File: src/hdl/lpcn_pkg.sv
`default_nettype none
package lpcn_pkg;
	// clock and probe timing
	localparam int CLK_KHZ           = 20000;
	localparam int PROBE_UNIT_MS     = 50;
	localparam int PROBE_UNIT_CYCLES = PROBE_UNIT_MS * CLK_KHZ;
	localparam logic [11:0] PROBE_STEP_MS = 12'h032;

	// rate code points
	localparam logic [11:0] BASE_STEP_KBPS = 12'h040;
	localparam logic [11:0] SUB_STEP_KBPS  = 12'h008;
	localparam logic [11:0] ASYM768_KBPS   = 12'h300;
	localparam logic [11:0] ASYM1536_KBPS  = 12'h600;
	localparam logic [11:0] ASYM2048_KBPS  = 12'h800;
	localparam logic [11:0] ASYM2304_KBPS  = 12'h900;
	localparam logic [5:0]  BASE_N_MIN     = 6'h03;
	localparam logic [5:0]  BASE_N_MAX     = 6'h24;
	localparam logic [2:0]  SUB_I_ZERO     = 3'h0;
	localparam logic [2:0]  SUB_I_ONE      = 3'h1;

	// margin octet layout
	localparam int         MARGIN_EN_BIT    = 0;
	localparam int         MARGIN_LSB       = 1;
	localparam int         MARGIN_MSB       = 5;
	localparam logic [6:0] MARGIN_OFFSET_DB = 7'h0a;

	// line levels
	localparam logic signed [1:0] LVL_POS = 2'sh1;
	localparam logic signed [1:0] LVL_NEG = 2'sh3;

	// register byte addresses
	localparam logic [3:0] ADR_CTRL = 4'h0;
	localparam logic [3:0] ADR_CFG  = 4'h4;
	localparam logic [3:0] ADR_STAT = 4'h8;
	localparam logic [3:0] ADR_RATE = 4'hc;

	typedef enum logic [2:0] {PSD_SYM, PSD_ASYM768, PSD_ASYM1536, PSD_ASYM2048,
		PSD_ASYM2304} lpcn_psd_t;

	typedef enum logic [2:0] {ST_IDLE, ST_HS1, ST_PROBE, ST_HS2, ST_ACTIVE} lpcn_state_t;

	// one capability or mode-select message
	typedef struct packed {
		logic       probe_mode;
		logic       four_wire;
		logic       regen;
		logic       diag;
		lpcn_psd_t  psd;
		logic [5:0] base_n;
		logic [2:0] sub_i;
		logic [3:0] power_backoff_field;
		logic [5:0] dur;
		logic [2:0] scr;
		logic [7:0] wc_oct;
		logic [7:0] cc_oct;
	} lpcn_msg_t;

	typedef struct packed {
		logic [8:0] pad;
		logic [5:0] probe_n;
		logic [2:0] sub_i;
		logic [5:0] base_n;
		lpcn_psd_t  psd;
		logic       regen;
		logic       diag;
		logic       four_wire;
		logic       probe_en;
		logic       go;
	} lpcn_ctrl_t;

	typedef struct packed {
		logic [2:0] pad;
		logic [7:0] cc_oct;
		logic [7:0] wc_oct;
		logic [2:0] scr;
		logic [5:0] dur;
		logic [3:0] power_backoff_field;
	} lpcn_cfg_t;

	typedef struct packed {
		logic [9:0]  pad;
		logic [5:0]  best_n;
		logic [2:0]  agreed_sub;
		logic [5:0]  agreed_n;
		logic        peer_diag;
		logic        peer_regen;
		logic        peer_four_wire;
		logic        peer_probe;
		lpcn_state_t phase;
	} lpcn_stat_t;

	typedef struct packed {
		logic [18:0] pad;
		logic        ok;
		logic [11:0] kbps;
	} lpcn_rate_t;

	// total payload rate of a code point
	function automatic logic [11:0] rate_kbps(lpcn_psd_t psd, logic [5:0] n, logic [2:0] i);
		logic [11:0] sub;
		sub = (i == SUB_I_ONE) ? SUB_STEP_KBPS : 12'h000;
		case (psd)
			PSD_SYM:      rate_kbps = {6'h00, n} * BASE_STEP_KBPS + {9'h000, i} * SUB_STEP_KBPS;
			PSD_ASYM768:  rate_kbps = ASYM768_KBPS + sub;
			PSD_ASYM1536: rate_kbps = ASYM1536_KBPS + sub;
			PSD_ASYM2048: rate_kbps = ASYM2048_KBPS;
			PSD_ASYM2304: rate_kbps = ASYM2304_KBPS;
			default:      rate_kbps = 12'h000;
		endcase
	endfunction

	// legal combination of base and sub fields
	function automatic logic rate_ok(lpcn_psd_t psd, logic [5:0] n, logic [2:0] i);
		case (psd)
			PSD_SYM:      rate_ok = n >= BASE_N_MIN && n <= BASE_N_MAX &&
				!(n == BASE_N_MAX && i > SUB_I_ONE);
			PSD_ASYM768,
			PSD_ASYM1536: rate_ok = (i == SUB_I_ZERO) || (i == SUB_I_ONE);
			PSD_ASYM2048,
			PSD_ASYM2304: rate_ok = 1'b1;
			default:      rate_ok = 1'b0;
		endcase
	endfunction

	// signed margin in whole dB, -10 to +21
	function automatic logic signed [6:0] margin_db(logic [7:0] oct);
		margin_db = $signed({2'b00, oct[MARGIN_MSB:MARGIN_LSB]}) - $signed(MARGIN_OFFSET_DB);
	endfunction

	// snr less required snr against target margin; a disabled margin always passes
	function automatic logic qualifies(logic signed [7:0] snr, logic signed [7:0] req,
		logic [7:0] oct);
		logic signed [8:0] d;
		logic signed [8:0] m;
		d = $signed({snr[7], snr}) - $signed({req[7], req});
		m = 9'(margin_db(oct));
		qualifies = !oct[MARGIN_EN_BIT] || (d >= m);
	endfunction

	// probe segment length in ms
	function automatic logic [11:0] dur_ms(logic [5:0] dur);
		dur_ms = {6'h00, dur} * PROBE_STEP_MS;
	endfunction

	// bit to level, same in probe and activation
	function automatic logic signed [1:0] map_level(logic b);
		map_level = b ? LVL_POS : LVL_NEG;
	endfunction

	// the single spectral shaper for every mode
	function automatic logic signed [2:0] shape(logic signed [1:0] cur, logic signed [1:0] prev);
		shape = 3'(cur) + 3'(prev);
	endfunction

	// byte-lane merge for register writes
	function automatic logic [31:0] merge(logic [31:0] old, logic [31:0] nw, logic [3:0] sel);
		for (int b = 0; b < 4; b++) begin
			merge[b*8 +: 8] = sel[b] ? nw[b*8 +: 8] : old[b*8 +: 8];
		end
	endfunction
endpackage
`default_nettype wire

File: src/hdl/lpcn_if.sv
`timescale 1ns/1ns
`default_nettype none
interface lpcn_if
	import lpcn_pkg::*;
(
	input wire logic clk_i,
	input wire logic rst_i
);
	logic      dev_valid;
	lpcn_msg_t dev_msg;
	logic      peer_valid;
	lpcn_msg_t peer_msg;
	logic      probe_on;

	modport dev (input clk_i, rst_i, peer_valid, peer_msg,
		output dev_valid, dev_msg, probe_on);
	modport peer (input clk_i, rst_i, dev_valid, dev_msg, probe_on,
		output peer_valid, peer_msg);
endinterface
`default_nettype wire

File: src/hdl/lpcn_dev.sv
// Function
// - probe bits use activation level mapping
// - one spectral shaper for every mode
// - rate qualifies when snr less required meets margin
// - both margins given: advertise common rates only
// - handshake first; second handshake after probe
// - probe optional; handshake may go to activation
// - symmetric: 64k base plus 8k sub steps
// - sub field ignored for 2048/2304 asymmetric
// - 768/1536 asymmetric: sub only zero or one
// - base field: probe rate or payload rate
// - backoff field counts whole dB
// - probe duration counts 50 ms units
// - scrambler field selects probe polynomial
// - margin is bits 5..1 minus 10 dB
// - worst-case vs reference, current vs measured noise
// - probe capability sends both margins, receiver ignores
// - flags: four-wire, regenerator, diagnostic train
// - training means activate; probe means run probe
// - software avoids negative current-condition margin
// - advertise only enabled functions
//
// Chosen here: register access over Wishbone and the register addresses.
`timescale 1ns/1ns
`default_nettype none
module lpcn_dev
	import lpcn_pkg::*;
#(
	parameter int UNIT_CYCLES = PROBE_UNIT_CYCLES
) (
	// link
	lpcn_if.dev                   link,
	// wishbone slave
	input  wire logic             wb_cyc_i,
	input  wire logic             wb_stb_i,
	input  wire logic             wb_we_i,
	input  wire logic [3:0]       wb_adr_i,
	input  wire logic [3:0]       wb_sel_i,
	input  wire logic [31:0]      wb_dat_i,
	output logic [31:0]           wb_dat_o,
	output logic                  wb_ack_o,
	// probe snr estimates
	input  wire logic             snr_valid_i,
	input  wire logic [5:0]       snr_n_i,
	input  wire logic signed [7:0] snr_wc_i,
	input  wire logic signed [7:0] snr_cc_i,
	input  wire logic signed [7:0] snr_req_i,
	// scrambled transmit bits
	input  wire logic             scr_valid_i,
	input  wire logic             scr_bit_i,
	// line side
	output logic signed [2:0]     tx_level_o,
	output logic                  active_o
);
	localparam int UW = $clog2(UNIT_CYCLES + 1);
	localparam logic [UW-1:0] UNIT_LAST = UW'(UNIT_CYCLES - 1);
	logic            clk;
	logic            rst;
	lpcn_ctrl_t      ctrl;
	lpcn_cfg_t       cfg;
	lpcn_stat_t      stat;
	lpcn_rate_t      rate;
	lpcn_state_t     state;
	lpcn_state_t     next_state;
	logic            wr_en;
	logic            go_wr;
	logic            probe_end;
	logic            send;
	lpcn_msg_t       own_msg;
	logic [31:0]     rd_word;
	logic [UW-1:0]   unit_cnt;
	logic [5:0]      seg_cnt;
	logic [5:0]      best_n;
	logic [5:0]      own_n;
	logic [5:0]      agreed_n;
	logic [2:0]      agreed_sub;
	logic            peer_probe;
	logic            peer_four_wire;
	logic            peer_regen;
	logic            peer_diag;
	logic signed [1:0] prev_lvl;
	logic signed [1:0] cur_lvl;
	lpcn_ctrl_t      cur_ctrl;
	assign clk = link.clk_i;
	assign rst = link.rst_i;
	// write takes effect on the edge that sees ack high
	assign wr_en = wb_cyc_i && wb_stb_i && wb_we_i && wb_ack_o;
	assign go_wr = wr_en && wb_adr_i == ADR_CTRL && wb_sel_i[0] && wb_dat_i[0];
	// a go write must send the fields it writes, not the stale ones
	assign cur_ctrl = go_wr ? lpcn_ctrl_t'(merge(ctrl, wb_dat_i, wb_sel_i)) : ctrl;
	// ack one cycle after the request, dropped the next
	always_ff @(posedge clk) begin
		if (rst) begin
			wb_ack_o <= 1'b0;
			wb_dat_o <= 32'h0000_0000;
		end else begin
			wb_ack_o <= wb_cyc_i && wb_stb_i && !wb_ack_o;
			wb_dat_o <= rd_word;
		end
	end
	// control and configuration; go is a strobe and never stored
	always_ff @(posedge clk) begin
		if (rst) begin
			ctrl <= '0;
			cfg  <= '0;
		end else if (wr_en) begin
			if (wb_adr_i == ADR_CTRL) begin
				ctrl    <= lpcn_ctrl_t'(merge(ctrl, wb_dat_i, wb_sel_i));
				ctrl.go <= 1'b0;
			end
			if (wb_adr_i == ADR_CFG) begin
				cfg <= lpcn_cfg_t'(merge(cfg, wb_dat_i, wb_sel_i));
			end
		end
	end
	// status views; unmapped and misaligned addresses read zero
	always_comb begin
		stat                = '0;
		stat.phase          = state;
		stat.peer_probe     = peer_probe;
		stat.peer_four_wire = peer_four_wire;
		stat.peer_regen     = peer_regen;
		stat.peer_diag      = peer_diag;
		stat.agreed_n       = agreed_n;
		stat.agreed_sub     = agreed_sub;
		stat.best_n         = best_n;
		case (wb_adr_i)
			ADR_CTRL: rd_word = ctrl;
			ADR_CFG:  rd_word = cfg;
			ADR_STAT: rd_word = stat;
			ADR_RATE: rd_word = rate;
			default:  rd_word = 32'h0000_0000;
		endcase
	end
	// preactivation sequence
	always_comb begin
		next_state = state;
		case (state)
			ST_IDLE,
			ST_ACTIVE: begin
				if (go_wr) begin
					next_state = ST_HS1;
				end
			end
			ST_HS1: begin
				if (link.peer_valid) begin
					// probe only when both ends offer it
					next_state = (ctrl.probe_en && link.peer_msg.probe_mode) ?
						ST_PROBE : ST_ACTIVE;
				end
			end
			ST_PROBE: begin
				if (probe_end) begin
					next_state = ST_HS2;
				end
			end
			ST_HS2: begin
				if (link.peer_valid) begin
					next_state = ST_ACTIVE;
				end
			end
			default: next_state = ST_IDLE;
		endcase
	end
	always_ff @(posedge clk) begin
		if (rst) begin
			state <= ST_IDLE;
		end else begin
			state <= next_state;
		end
	end
	// probe length: dur units of 50 ms
	assign probe_end = state == ST_PROBE && seg_cnt == cfg.dur;
	always_ff @(posedge clk) begin
		if (rst || state != ST_PROBE) begin
			unit_cnt <= '0;
			seg_cnt  <= 6'h00;
		end else if (unit_cnt == UNIT_LAST) begin
			unit_cnt <= '0;
			seg_cnt  <= seg_cnt + 6'h01;
		end else begin
			unit_cnt <= unit_cnt + UW'(1);
		end
	end
	// highest rate passing both noise cases; zero means none
	always_ff @(posedge clk) begin
		if (rst || go_wr) begin
			best_n <= 6'h00;
		end else if (state == ST_PROBE && snr_valid_i && snr_n_i > best_n &&
			rate_ok(ctrl.psd, snr_n_i, SUB_I_ZERO) &&
			qualifies(snr_wc_i, snr_req_i, cfg.wc_oct) &&
			qualifies(snr_cc_i, snr_req_i, cfg.cc_oct)) begin
			best_n <= snr_n_i;
		end
	end
	// outgoing message; first session offers probe, second reports results
	assign send  = (go_wr && (state == ST_IDLE || state == ST_ACTIVE)) || probe_end;
	assign own_n = probe_end ? best_n : cur_ctrl.base_n;
	always_comb begin
		own_msg            = '0;
		own_msg.probe_mode = cur_ctrl.probe_en && !probe_end;
		own_msg.four_wire  = cur_ctrl.four_wire;
		own_msg.regen      = cur_ctrl.regen;
		own_msg.diag       = cur_ctrl.diag;
		own_msg.psd        = cur_ctrl.psd;
		own_msg.base_n     = own_msg.probe_mode ? cur_ctrl.probe_n : own_n;
		own_msg.sub_i      = cur_ctrl.sub_i;
		own_msg.power_backoff_field        = cfg.power_backoff_field;
		own_msg.dur        = cfg.dur;
		own_msg.scr        = cfg.scr;
		own_msg.wc_oct     = cfg.wc_oct;
		own_msg.cc_oct     = cfg.cc_oct;
	end
	always_ff @(posedge clk) begin
		if (rst) begin
			link.dev_valid <= 1'b0;
			link.dev_msg   <= '0;
			link.probe_on  <= 1'b0;
		end else begin
			link.dev_valid <= send;
			link.probe_on  <= next_state == ST_PROBE;
			if (send) begin
				link.dev_msg <= own_msg;
			end
		end
	end
	// peer answer: flags always, agreed rate when it selects training
	always_ff @(posedge clk) begin
		if (rst) begin
			peer_probe     <= 1'b0;
			peer_four_wire <= 1'b0;
			peer_regen     <= 1'b0;
			peer_diag      <= 1'b0;
			agreed_n       <= 6'h00;
			agreed_sub     <= 3'h0;
			rate           <= '0;
		end else if (link.peer_valid && (state == ST_HS1 || state == ST_HS2)) begin
			peer_probe     <= link.peer_msg.probe_mode;
			peer_four_wire <= link.peer_msg.four_wire;
			peer_regen     <= link.peer_msg.regen;
			peer_diag      <= link.peer_msg.diag;
			if (next_state == ST_ACTIVE) begin
				agreed_n   <= (link.dev_msg.base_n < link.peer_msg.base_n) ?
					link.dev_msg.base_n : link.peer_msg.base_n;
				agreed_sub <= (link.dev_msg.sub_i < link.peer_msg.sub_i) ?
					link.dev_msg.sub_i : link.peer_msg.sub_i;
				rate.kbps  <= rate_kbps(ctrl.psd, link.dev_msg.base_n,
					link.dev_msg.sub_i);
				rate.ok    <= rate_ok(ctrl.psd, link.dev_msg.base_n, link.dev_msg.sub_i) &&
					link.peer_msg.psd == ctrl.psd;
			end
		end
	end
	// probe and activation share level mapping and shaper
	assign cur_lvl = map_level(scr_bit_i);
	always_ff @(posedge clk) begin
		if (rst) begin
			prev_lvl   <= 2'sh0;
			tx_level_o <= 3'sh0;
			active_o   <= 1'b0;
		end else begin
			active_o <= state == ST_ACTIVE;
			if ((state == ST_PROBE || state == ST_ACTIVE) && scr_valid_i) begin
				prev_lvl   <= cur_lvl;
				tx_level_o <= shape(cur_lvl, prev_lvl);
			end else if (state != ST_PROBE && state != ST_ACTIVE) begin
				prev_lvl   <= 2'sh0;
				tx_level_o <= 3'sh0;
			end
		end
	end
endmodule
`default_nettype wire

File: src/flat_wrapper.sv
// flat-port wrapper written by rule: the top's interface ports become plain ports
module lpcn_dev_flat import lpcn_pkg::*;
#(
	parameter int UNIT_CYCLES = PROBE_UNIT_CYCLES
)
  (wb_cyc_i, wb_stb_i, wb_we_i, wb_adr_i, wb_sel_i, wb_dat_i, wb_dat_o, wb_ack_o, snr_valid_i, snr_n_i, snr_wc_i, snr_cc_i, snr_req_i, scr_valid_i, scr_bit_i, tx_level_o, active_o, clk_i, rst_i, link_peer_valid, link_peer_msg, link_dev_valid, link_dev_msg, link_probe_on);
  lpcn_if link_i (.clk_i(clk_i), .rst_i(rst_i));
  input  wire logic wb_cyc_i;
  input  wire logic wb_stb_i;
  input  wire logic wb_we_i;
  input  wire logic [3:0] wb_adr_i;
  input  wire logic [3:0] wb_sel_i;
  input  wire logic [31:0] wb_dat_i;
  output logic [31:0] wb_dat_o;
  output logic wb_ack_o;
  input  wire logic snr_valid_i;
  input  wire logic [5:0] snr_n_i;
  input  wire logic signed [7:0] snr_wc_i;
  input  wire logic signed [7:0] snr_cc_i;
  input  wire logic signed [7:0] snr_req_i;
  input  wire logic scr_valid_i;
  input  wire logic scr_bit_i;
  output logic signed [2:0] tx_level_o;
  output logic active_o;
  input wire logic clk_i;
  input wire logic rst_i;
  input wire logic [$bits(link_i.peer_valid)-1:0] link_peer_valid;
  input wire logic [$bits(link_i.peer_msg)-1:0] link_peer_msg;
  output wire logic [$bits(link_i.dev_valid)-1:0] link_dev_valid;
  output wire logic [$bits(link_i.dev_msg)-1:0] link_dev_msg;
  output wire logic [$bits(link_i.probe_on)-1:0] link_probe_on;
  assign link_i.peer_valid = link_peer_valid;
  assign link_i.peer_msg = link_peer_msg;
  assign link_dev_valid = link_i.dev_valid;
  assign link_dev_msg = link_i.dev_msg;
  assign link_probe_on = link_i.probe_on;
  lpcn_dev #(.UNIT_CYCLES(UNIT_CYCLES)) u_core (.link(link_i), .wb_cyc_i(wb_cyc_i), .wb_stb_i(wb_stb_i), .wb_we_i(wb_we_i), .wb_adr_i(wb_adr_i), .wb_sel_i(wb_sel_i), .wb_dat_i(wb_dat_i), .wb_dat_o(wb_dat_o), .wb_ack_o(wb_ack_o), .snr_valid_i(snr_valid_i), .snr_n_i(snr_n_i), .snr_wc_i(snr_wc_i), .snr_cc_i(snr_cc_i), .snr_req_i(snr_req_i), .scr_valid_i(scr_valid_i), .scr_bit_i(scr_bit_i), .tx_level_o(tx_level_o), .active_o(active_o));
endmodule
File: config.mk
export PLATFORM = sky130hd
export DESIGN_NAME = lpcn_dev_flat
export DESIGN_NICKNAME = d
export VERILOG_FILES = /design/src/hdl/lpcn_pkg.sv /design/src/hdl/lpcn_if.sv /design/src/hdl/lpcn_dev.sv /design/src/flat_wrapper.sv
export SDC_FILE = /design/constraint.sdc
export NUM_CORES = 1
export LEC_CHECK = 0
export BUFFER_PORTS_ARGS = -buffer_cell sky130_fd_sc_hd__clkbuf_2
export CAP_MARGIN = 5
export CORE_ASPECT_RATIO = 0.8
export CORE_MARGIN = 1
export CORE_UTILIZATION = 55
export DETAILED_ROUTE_END_ITERATION = 10
export PLACE_DENSITY = 0.86
export SLEW_MARGIN = 40
export SYNTH_ARGS = -nofsm -noshare
export SYNTH_HDL_FRONTEND = slang
export SYNTH_SLANG_ARGS = --single-unit
File: constraint.sdc
create_clock -name clk_i -period 3.75 [get_ports clk_i]
set_input_delay 0.1875 -clock clk_i [delete_from_list [all_inputs] [get_ports clk_i]]
set_output_delay 0.1875 -clock clk_i [all_outputs]
set_load 0.05 [all_outputs]
==> results of run 1 <==
[final cells by class]
| type | count | area [um^2] |
|---|---|---|
| Inverter | 44 | 165.2 |
| Sequential cell | 207 | 4144 |
| Clock inverter | 2 | 12.51 |
| Fill cell | 1366 | 5425 |
| Timing Repair Buffer | 239 | 1471 |
| Antenna cell | 1 | 2.502 |
| Tap cell | 225 | 281.5 |
| Multi-Input combinational cell | 853 | 5289 |
| Clock buffer | 33 | 640.6 |
[how the worst max path moves through the flow]
stage	from	to	slack, ns
global placement	snr_cc_i[0]	u_core.best_n[3]$_SDFFE_PP0P_	0.50
global route	snr_cc_i[0]	u_core.best_n[2]$_SDFFE_PP0P_	0.58
detailed placement	snr_cc_i[0]	u_core.best_n[2]$_SDFFE_PP0P_	0.35
CTS	snr_cc_i[0]	u_core.best_n[2]$_SDFFE_PP0P_	0.86
finish	snr_cc_i[0]	u_core.best_n[2]$_SDFFE_PP0P_	0.80
floorplan	snr_cc_i[0]	u_core.best_n[0]$_SDFFE_PP0P_	0.87
[state kept, by name (all words and copies together) (netlist names), 6 cells and up]
name                 count
u_core.seg_cnt           6
u_core.agreed_n          6
u_core.wb_dat_o         32
u_core.unit_cnt         20
u_core.link.dev_msg     45
u_core.cfg              32
u_core.rate             10
u_core.ctrl             31
u_core.best_n            6
[layer usage]
layer / part of all wire (%) / track usage (%) / vias up
li1: - / - / 4450
met1: 42 / 40.32 / 4363
met2: 45 / 48.89 / 510
met3: 9.6 / 4.532 / 73
met4: 3.4 / 12.50 / 0
met5: 0 / 0 / -
[power groups by stage]
stage	Sequential (uW)	Combinational, uW	Clock (uW)
after CTS	2200	348	2020
after floorplan	2250	187	0
final	2200	355	2010
after detailed placement	2250	307	0
after global placement	2250	297	0
after global routing	2200	392	2100
[critical path, stage by stage]
cell and delay, ns:
clkbuf_2 0.08, inv_1 0.04, ha_1 0.15, inv_1 0.06, fa_1 0.40, a21o_1 0.18, a21oi_1 0.24, o21bai_1 0.10
a21oi_1 0.23, nor2b_1 0.08, o22ai_1 0.16, ha_1 0.28, nand4bb_1 0.17, o22ai_1 0.10, a211oi_1 0.22, o2111a_1 0.44
mux2i_1 0.24
[logic make-up (layout without fill, tap and decap cells)]
group,after synthesis,count (layout)
other,0,1
xor gates and xnor gates,45,45
adders and majority gates,55,55
AOI/OAI and AO/OA,270,270
and+or+nand+nor,429,429
buffers and inverters,113,318
DFF,207,207
muxes,54,54
[cell usage after synthesis, drive strengths merged (6+ instances only)]
library cell  instances  area [um^2]
a211oi               21        157.7
or2                   6        37.54
nand3                62        310.3
nor3                 12        65.06
nor4                  6        58.80
nand2               183        686.9
nor2b                 9        56.30
buf                  20        90.09
o21ai                27        138.9
ha                   51        638.1
inv                  44        165.2
nand4                 9        68.81
mux2                  6        67.56
a22oi                42        315.3
dfxtp               207         4144
clkbuf               49        183.9
xnor2                27        236.5
mux2i                48        484.2
xor2                 18        157.7
nor2                113        424.2
a21o                  9        67.56
a21oi               132        671.9
[metrics by stage]
step | area (um^2) | setup WS, ns
after global placement | 10870 | 0.4981
after CTS | 12000 | 0.8556
after global routing | 12000 | 0.5782
final | 12010 | 0.8035
after detailed placement | 10870 | 0.3516
after floorplan | 9852 | 0.8701
==> flow_summary.ini, run 1 <==
[grt]
grt_pass1_wl_um = 43950
overflow = 0
grt_max_degree = 51
grt_pass1_vias = 8840
grt_use_total_pct = 30.23
antenna_found_initial = 0

[timing]
rsz0062_at_grt = no
fmax_mhz = 339.4
report.final.setup_viol = 0
holdWs_ns = 0.03777
final_hold_viol_count = 0
fin_skew_ns = 0.01101
setup_tns_ns = 0
relSlewSlack_pct = 49.92
min_period_ns = 2.947
drv_slew = 0
finalCritPeriodShare_pct = 78.57
worst_pin_slew_ns = 0.7449

[clock_network]
post-cts-setup-buffer-count = 0
clock_latency_ns = 0.50
cts_max_path_buffers = 3
hold_buffers = 48
h-tree-depth = 1
cts_buffers = 21
cts.sinks = 207
ctsResizeCount = 0
cts_root_buffer = clkbuf_16
cts.reportedPaths.clkPinSlew_ns = 0.06
cts_tree = done

[pwr]
p_int_uw = 3522
combinationalPowerShare_pct = 7.8
ir_worst_vdd_mv = 0.2814
p_sw_uw = 1042
power_density_nw_per_um2 = 380.1
p_seq_share_pct = 48.2
fin_total_pwr_uw = 4564
cellLeakagePower_uw = 0.004910
p_clk_share_pct = 44.0
p_sw_share_pct = 22.83

[floorplan]
fp-row-count = 43
ios = 208
die_y_um = 121.7
die_x_um = 151.6
die-area_um2 = 18460
coreArea_um2 = 17430
start_util_pct = 56.52

[detailed_routing]
drc = 0
drt_iter0_markers = 840
drt_wl_total_um = 28040
ant_nets = 0
viasPerCell = 5.858
vias = 9396
wl_per_cell_um = 17.48
drtPass1Iterations = 6

[setup_path]
r2r-start = u_core.state[1]$_SDFF_PP0_
required_ns = 4.17
cp_max_fo = 6
worstSetupPathType = input port to flip-flop
ff2ff_path_depth = 6
cp-end-kind = flip-flop
crit_arrival_ns = 3.36
r2r_end = u_core.link.dev_msg[39]$_SDFFE_PP0P_
r2r_setup_slack_ns = 1.17
cp-start-kind = input port

[final_layout]
final_core_util_pct = 68.88
layout_commonest_cell = dfxtp_1
synthToLayoutAreaGrowth_pct = 21.87
num-nets-final = 1545
layout.cells.non_filler = 1604
drive_gt1_share_pct = 17.63
layout_common_cells = dfxtp_1 (207), nand2_1 (183), clkbuf_2 (177)

[synth]
syn-num-nets = 1352
synth_mux_area_share_pct = 5.601
ys_seq_area_share_pct = 42.06
syn_area_per_cell_um2 = 8.399
ys_async_sr_fraction_pct = 0
yosys.area_share.simple_pct = 19.56
synth_cell_type_count = 66
synth_xor_xnor_area_share_pct = 4.001
yosysWarningCount = 0
synth-seq-cells = 207
syn_area_um2 = 9852
synthAdderAreaFrac_pct = 7.290
ys.flop_type = dfxtp_1
syn_inst = 1173
synth_compound_area_share_pct = 17.03
synth_edf_count = 0
synth_top_family_by_area = simple AND/OR/NAND/NOR gates

[hold_path]
hp-class = input port to flip-flop
hold_depth = 3
holdPathEnd = u_core.agreed_n[4]$_SDFFE_PP0P_
min_from = link_peer_msg[36]

[placement]
place.gp.congestion = 0.8891
dp_hpwl_um = 19200
portBuffers = 178
dp_cells = 1520

[outcome]
status = completed

[run]
drv_cap = 0
Note: power is estimated with default switching activity, not from simulation.
==> run 2: changes to the inputs <==
Settings changed: ABC_AREA from default to 1, CORE_UTILIZATION 55 to 50, PLACE_DENSITY 0.86 to 0.82.
Clock period 3.75 ns to 2.55 ns, I/O delays scaled along.
==> flow_summary.ini, run 2 <==
[hold_path]
hp-class = input port to flip-flop

[outcome]
status = completed

[pwr]
p_sw_share_pct = 23.18
p_sw_uw = 1722
cellLeakagePower_uw = 0.005706
power_density_nw_per_um2 = 569.6
p_seq_share_pct = 43.6
p_int_uw = 5706
p_clk_share_pct = 47.3
ir_worst_vdd_mv = 0.4656
combinationalPowerShare_pct = 9.2

[setup_path]
cp_slowest_stage_delay_ns = 0.38
slowest_stage = dfxtp_1
ff2ff_path_depth = 14
cpMostUsedCell = ha_1
crit_arrival_ns = 2.77
crit_start = u_core.cfg[23]$_SDFFE_PP0P_
cp-end-kind = flip-flop
cp-start-kind = flip-flop
cp_max_fo = 7
path_cells = inv_1 -> ha_1 -> o21ai_0 -> buf_4 -> ha_1 -> nand2_2 -> inv_2 -> a21oi_4 -> nand4_1 -> nand3_4 -> nand2_4 -> nor2_8 -> nor2_2 -> nor2_1
r2r-start = u_core.cfg[23]$_SDFFE_PP0P_
worstSetupPathType = flip-flop to flip-flop
r2r_setup_slack_ns = 0.23
endpoint = u_core.best_n[0]$_SDFFE_PP0P_
r2r_end = u_core.best_n[0]$_SDFFE_PP0P_
required_ns = 2.99

[synth]
yosysWarningCount = 0
syn_area_um2 = 10390
syn_inst = 1394
synth.area.top_cells = dfxtp_1 (40%), nand2_1 (9.2%), inv_1 (7.1%)
yosysMostFrequentCell = nand2_1
ys.flop_type = dfxtp_1
ys_seq_area_share_pct = 39.88
synth_cell_type_count = 51
syn-num-nets = 1573
synth_common_cells = nand2_1 (254), dfxtp_1 (207), inv_1 (197), o21ai_0 (138), a21oi_1 (108)
ys_async_sr_fraction_pct = 0
synth-seq-cells = 207
syn_area_per_cell_um2 = 7.453
yosys.area.top_type_share_pct = 39.88
synth_edf_count = 0
yosysTopAreaCell = dfxtp_1

[timing]
rsz0062_at_grt = yes
worst_pin_slew_ns = 0.8949
min_period_ns = 2.324
drv_slew = 0
final_hold_viol_count = 0
fmax_mhz = 430.3
setup_tns_ns = 0
report.final.setup_viol = 0
holdWs_ns = 0.02682
finalCritPeriodShare_pct = 91.14
relSlewSlack_pct = 40.20
setup_ws_ns = 0.2258
fin_skew_ns = 0.007803

[detailed_routing]
drt_iter0_markers = 959
ant_nets = 0
drtPass1Iterations = 8
wl_per_cell_um = 15.90
vias = 10376
viasPerCell = 5.438
drt_wl_total_um = 30340
drc = 0

[final_layout]
largest_reg_flops = 45
top_regs = u_core.link.dev_msg (45), u_core.cfg (32), u_core.wb_dat_o (32)
layout_commonest_cell = nand2_1
layout_common_cells = nand2_1 (250), dfxtp_1 (206), inv_1 (192)
drive_gt1_share_pct = 20.80
regMostFlops = u_core.link.dev_msg
final_core_util_pct = 64.92
num-nets-final = 1807
antenna-diode-count = 0
synthToLayoutAreaGrowth_pct = 25.51
n_fill_cell = 1716

[clock_network]
cts_max_path_buffers = 3
cts_tree = done
cts_buffers = 22
h-tree-depth = 1
cts.reportedPaths.clkPinSlew_ns = 0.06
clock_latency_ns = 0.51
cts_root_buffer = clkbuf_16
cts.sinks = 207

[placement]
dp_hpwl_um = 22070
portBuffers = 178
place.gp.congestion = 0.9188
preCtsSetupSlack_ns = -0.3196

[run]
drv_cap = 0

[grt]
grt_max_degree = 42
antenna_found_initial = 0
grt_pass1_vias = 9604
overflow = 0
grt_use_total_pct = 28.09
grt_pass1_wl_um = 47670

[floorplan]
die_y_um = 130.9
fp-row-count = 46
coreArea_um2 = 20090
die-area_um2 = 21360
start_util_pct = 51.73
ios = 208
die_x_um = 163.2
## run 2: changes by cell type in the layout (fill, tap and decap cells not counted), sizes merged, moves of 9 or more
cell,change
o21ai,+134
nand2,+76
o22ai,+25
mux2i,-42
nor2b,-9
xnor2,-20
inv,+163
nor3,+12
a21oi,-24
a22oi,-40
nand4,+14
nand3,-9
buf,+21
## run 2: power groups by stage
stage	sequential (uW)	combinational, uW	clock (uW)
2_1_floorplan	3310	355	0
3_3_place_gp	3310	567	0
3_5_place_dp	3310	585	0
4_1_cts	3240	644	3540
5_1_grt	3230	754	3660
6_report	3240	680	3510
## run 2: worst min-delay path by stage
stage	from	end	slack, ns	cells after the start
after floorplan	wb_stb_i	u_core.wb_ack_o$_SDFF_PP0_	0.25	2
after global placement	wb_dat_i[30]	u_core.cfg[30]$_SDFFE_PP0P_	0.38	3
after detailed placement	wb_dat_i[26]	u_core.cfg[26]$_SDFFE_PP0P_	0.38	3
after CTS	wb_dat_i[1]	u_core.cfg[1]$_SDFFE_PP0P_	0.004	3
after global routing	wb_dat_i[1]	u_core.cfg[1]$_SDFFE_PP0P_	0.04	3
final	snr_n_i[5]	u_core.best_n[5]$_SDFFE_PP0P_	0.03	5
## run 2: final cells by class
cell class	instances	area, um^2	area share, %
Clock buffer	31	645.6	4.951
Clock inverter	9	152.6	1.171
Inverter	207	778.2	5.968
Multi-Input combinational cell	931	5370	41.18
Sequential cell	207	4145	31.79
Tap cell	264	330.3	2.533
Timing Repair Buffer	259	1618	12.41
## run 2: cells by family after synthesis
logic type | count (synthesis) | share of synthesized area, %
compound gates | 345 | 19.04
xor+xnor | 28 | 2.360
fa+ha+maj | 55 | 6.912
buf+inv | 256 | 9.634
flops | 207 | 39.88
mux | 6 | 0.5781
simple gates | 497 | 21.59
## run 2: metal layers
| metal | vias to the layer above | share of wire (%) | track usage (%) |
|---|---|---|---|
| li1 | 5089 | - | - |
| met1 | 4694 | 43 | 36.42 |
| met2 | 502 | 45 | 46.71 |
| met3 | 91 | 8.4 | 5.587 |
| met4 | 0 | 3.6 | 9.621 |
| met5 | - | 0 | 0 |
## run 2: what timing repair did
action | CTS | global route
gates resized for setup | 0 | 23
buffers inserted | 0 | 0
hold buffers | 46 | 0
endpoints found under the setup margin | 0 | 6
endpoints found under the hold margin | 57 | 0
## run 2: worst max-delay path, delay by kind of cell, from the launching register on
family,cells,cell delay [ns]
AOI/OAI and AO/OA,2,0.31
buffers and inverters,3,0.32
adders and majority gates,2,0.49
DFF,1,0.38
and+or+nand+nor,7,0.76
## run 2: through the flow
stage	cell area, um^2	instances	power [uW]
CTS	12960	1908	7416
finish	13040	1908	7427
global placement	11700	1822	3875
detailed placement	11700	1822	3894
global route	13040	1908	7644
floorplan	10440	1394	3665
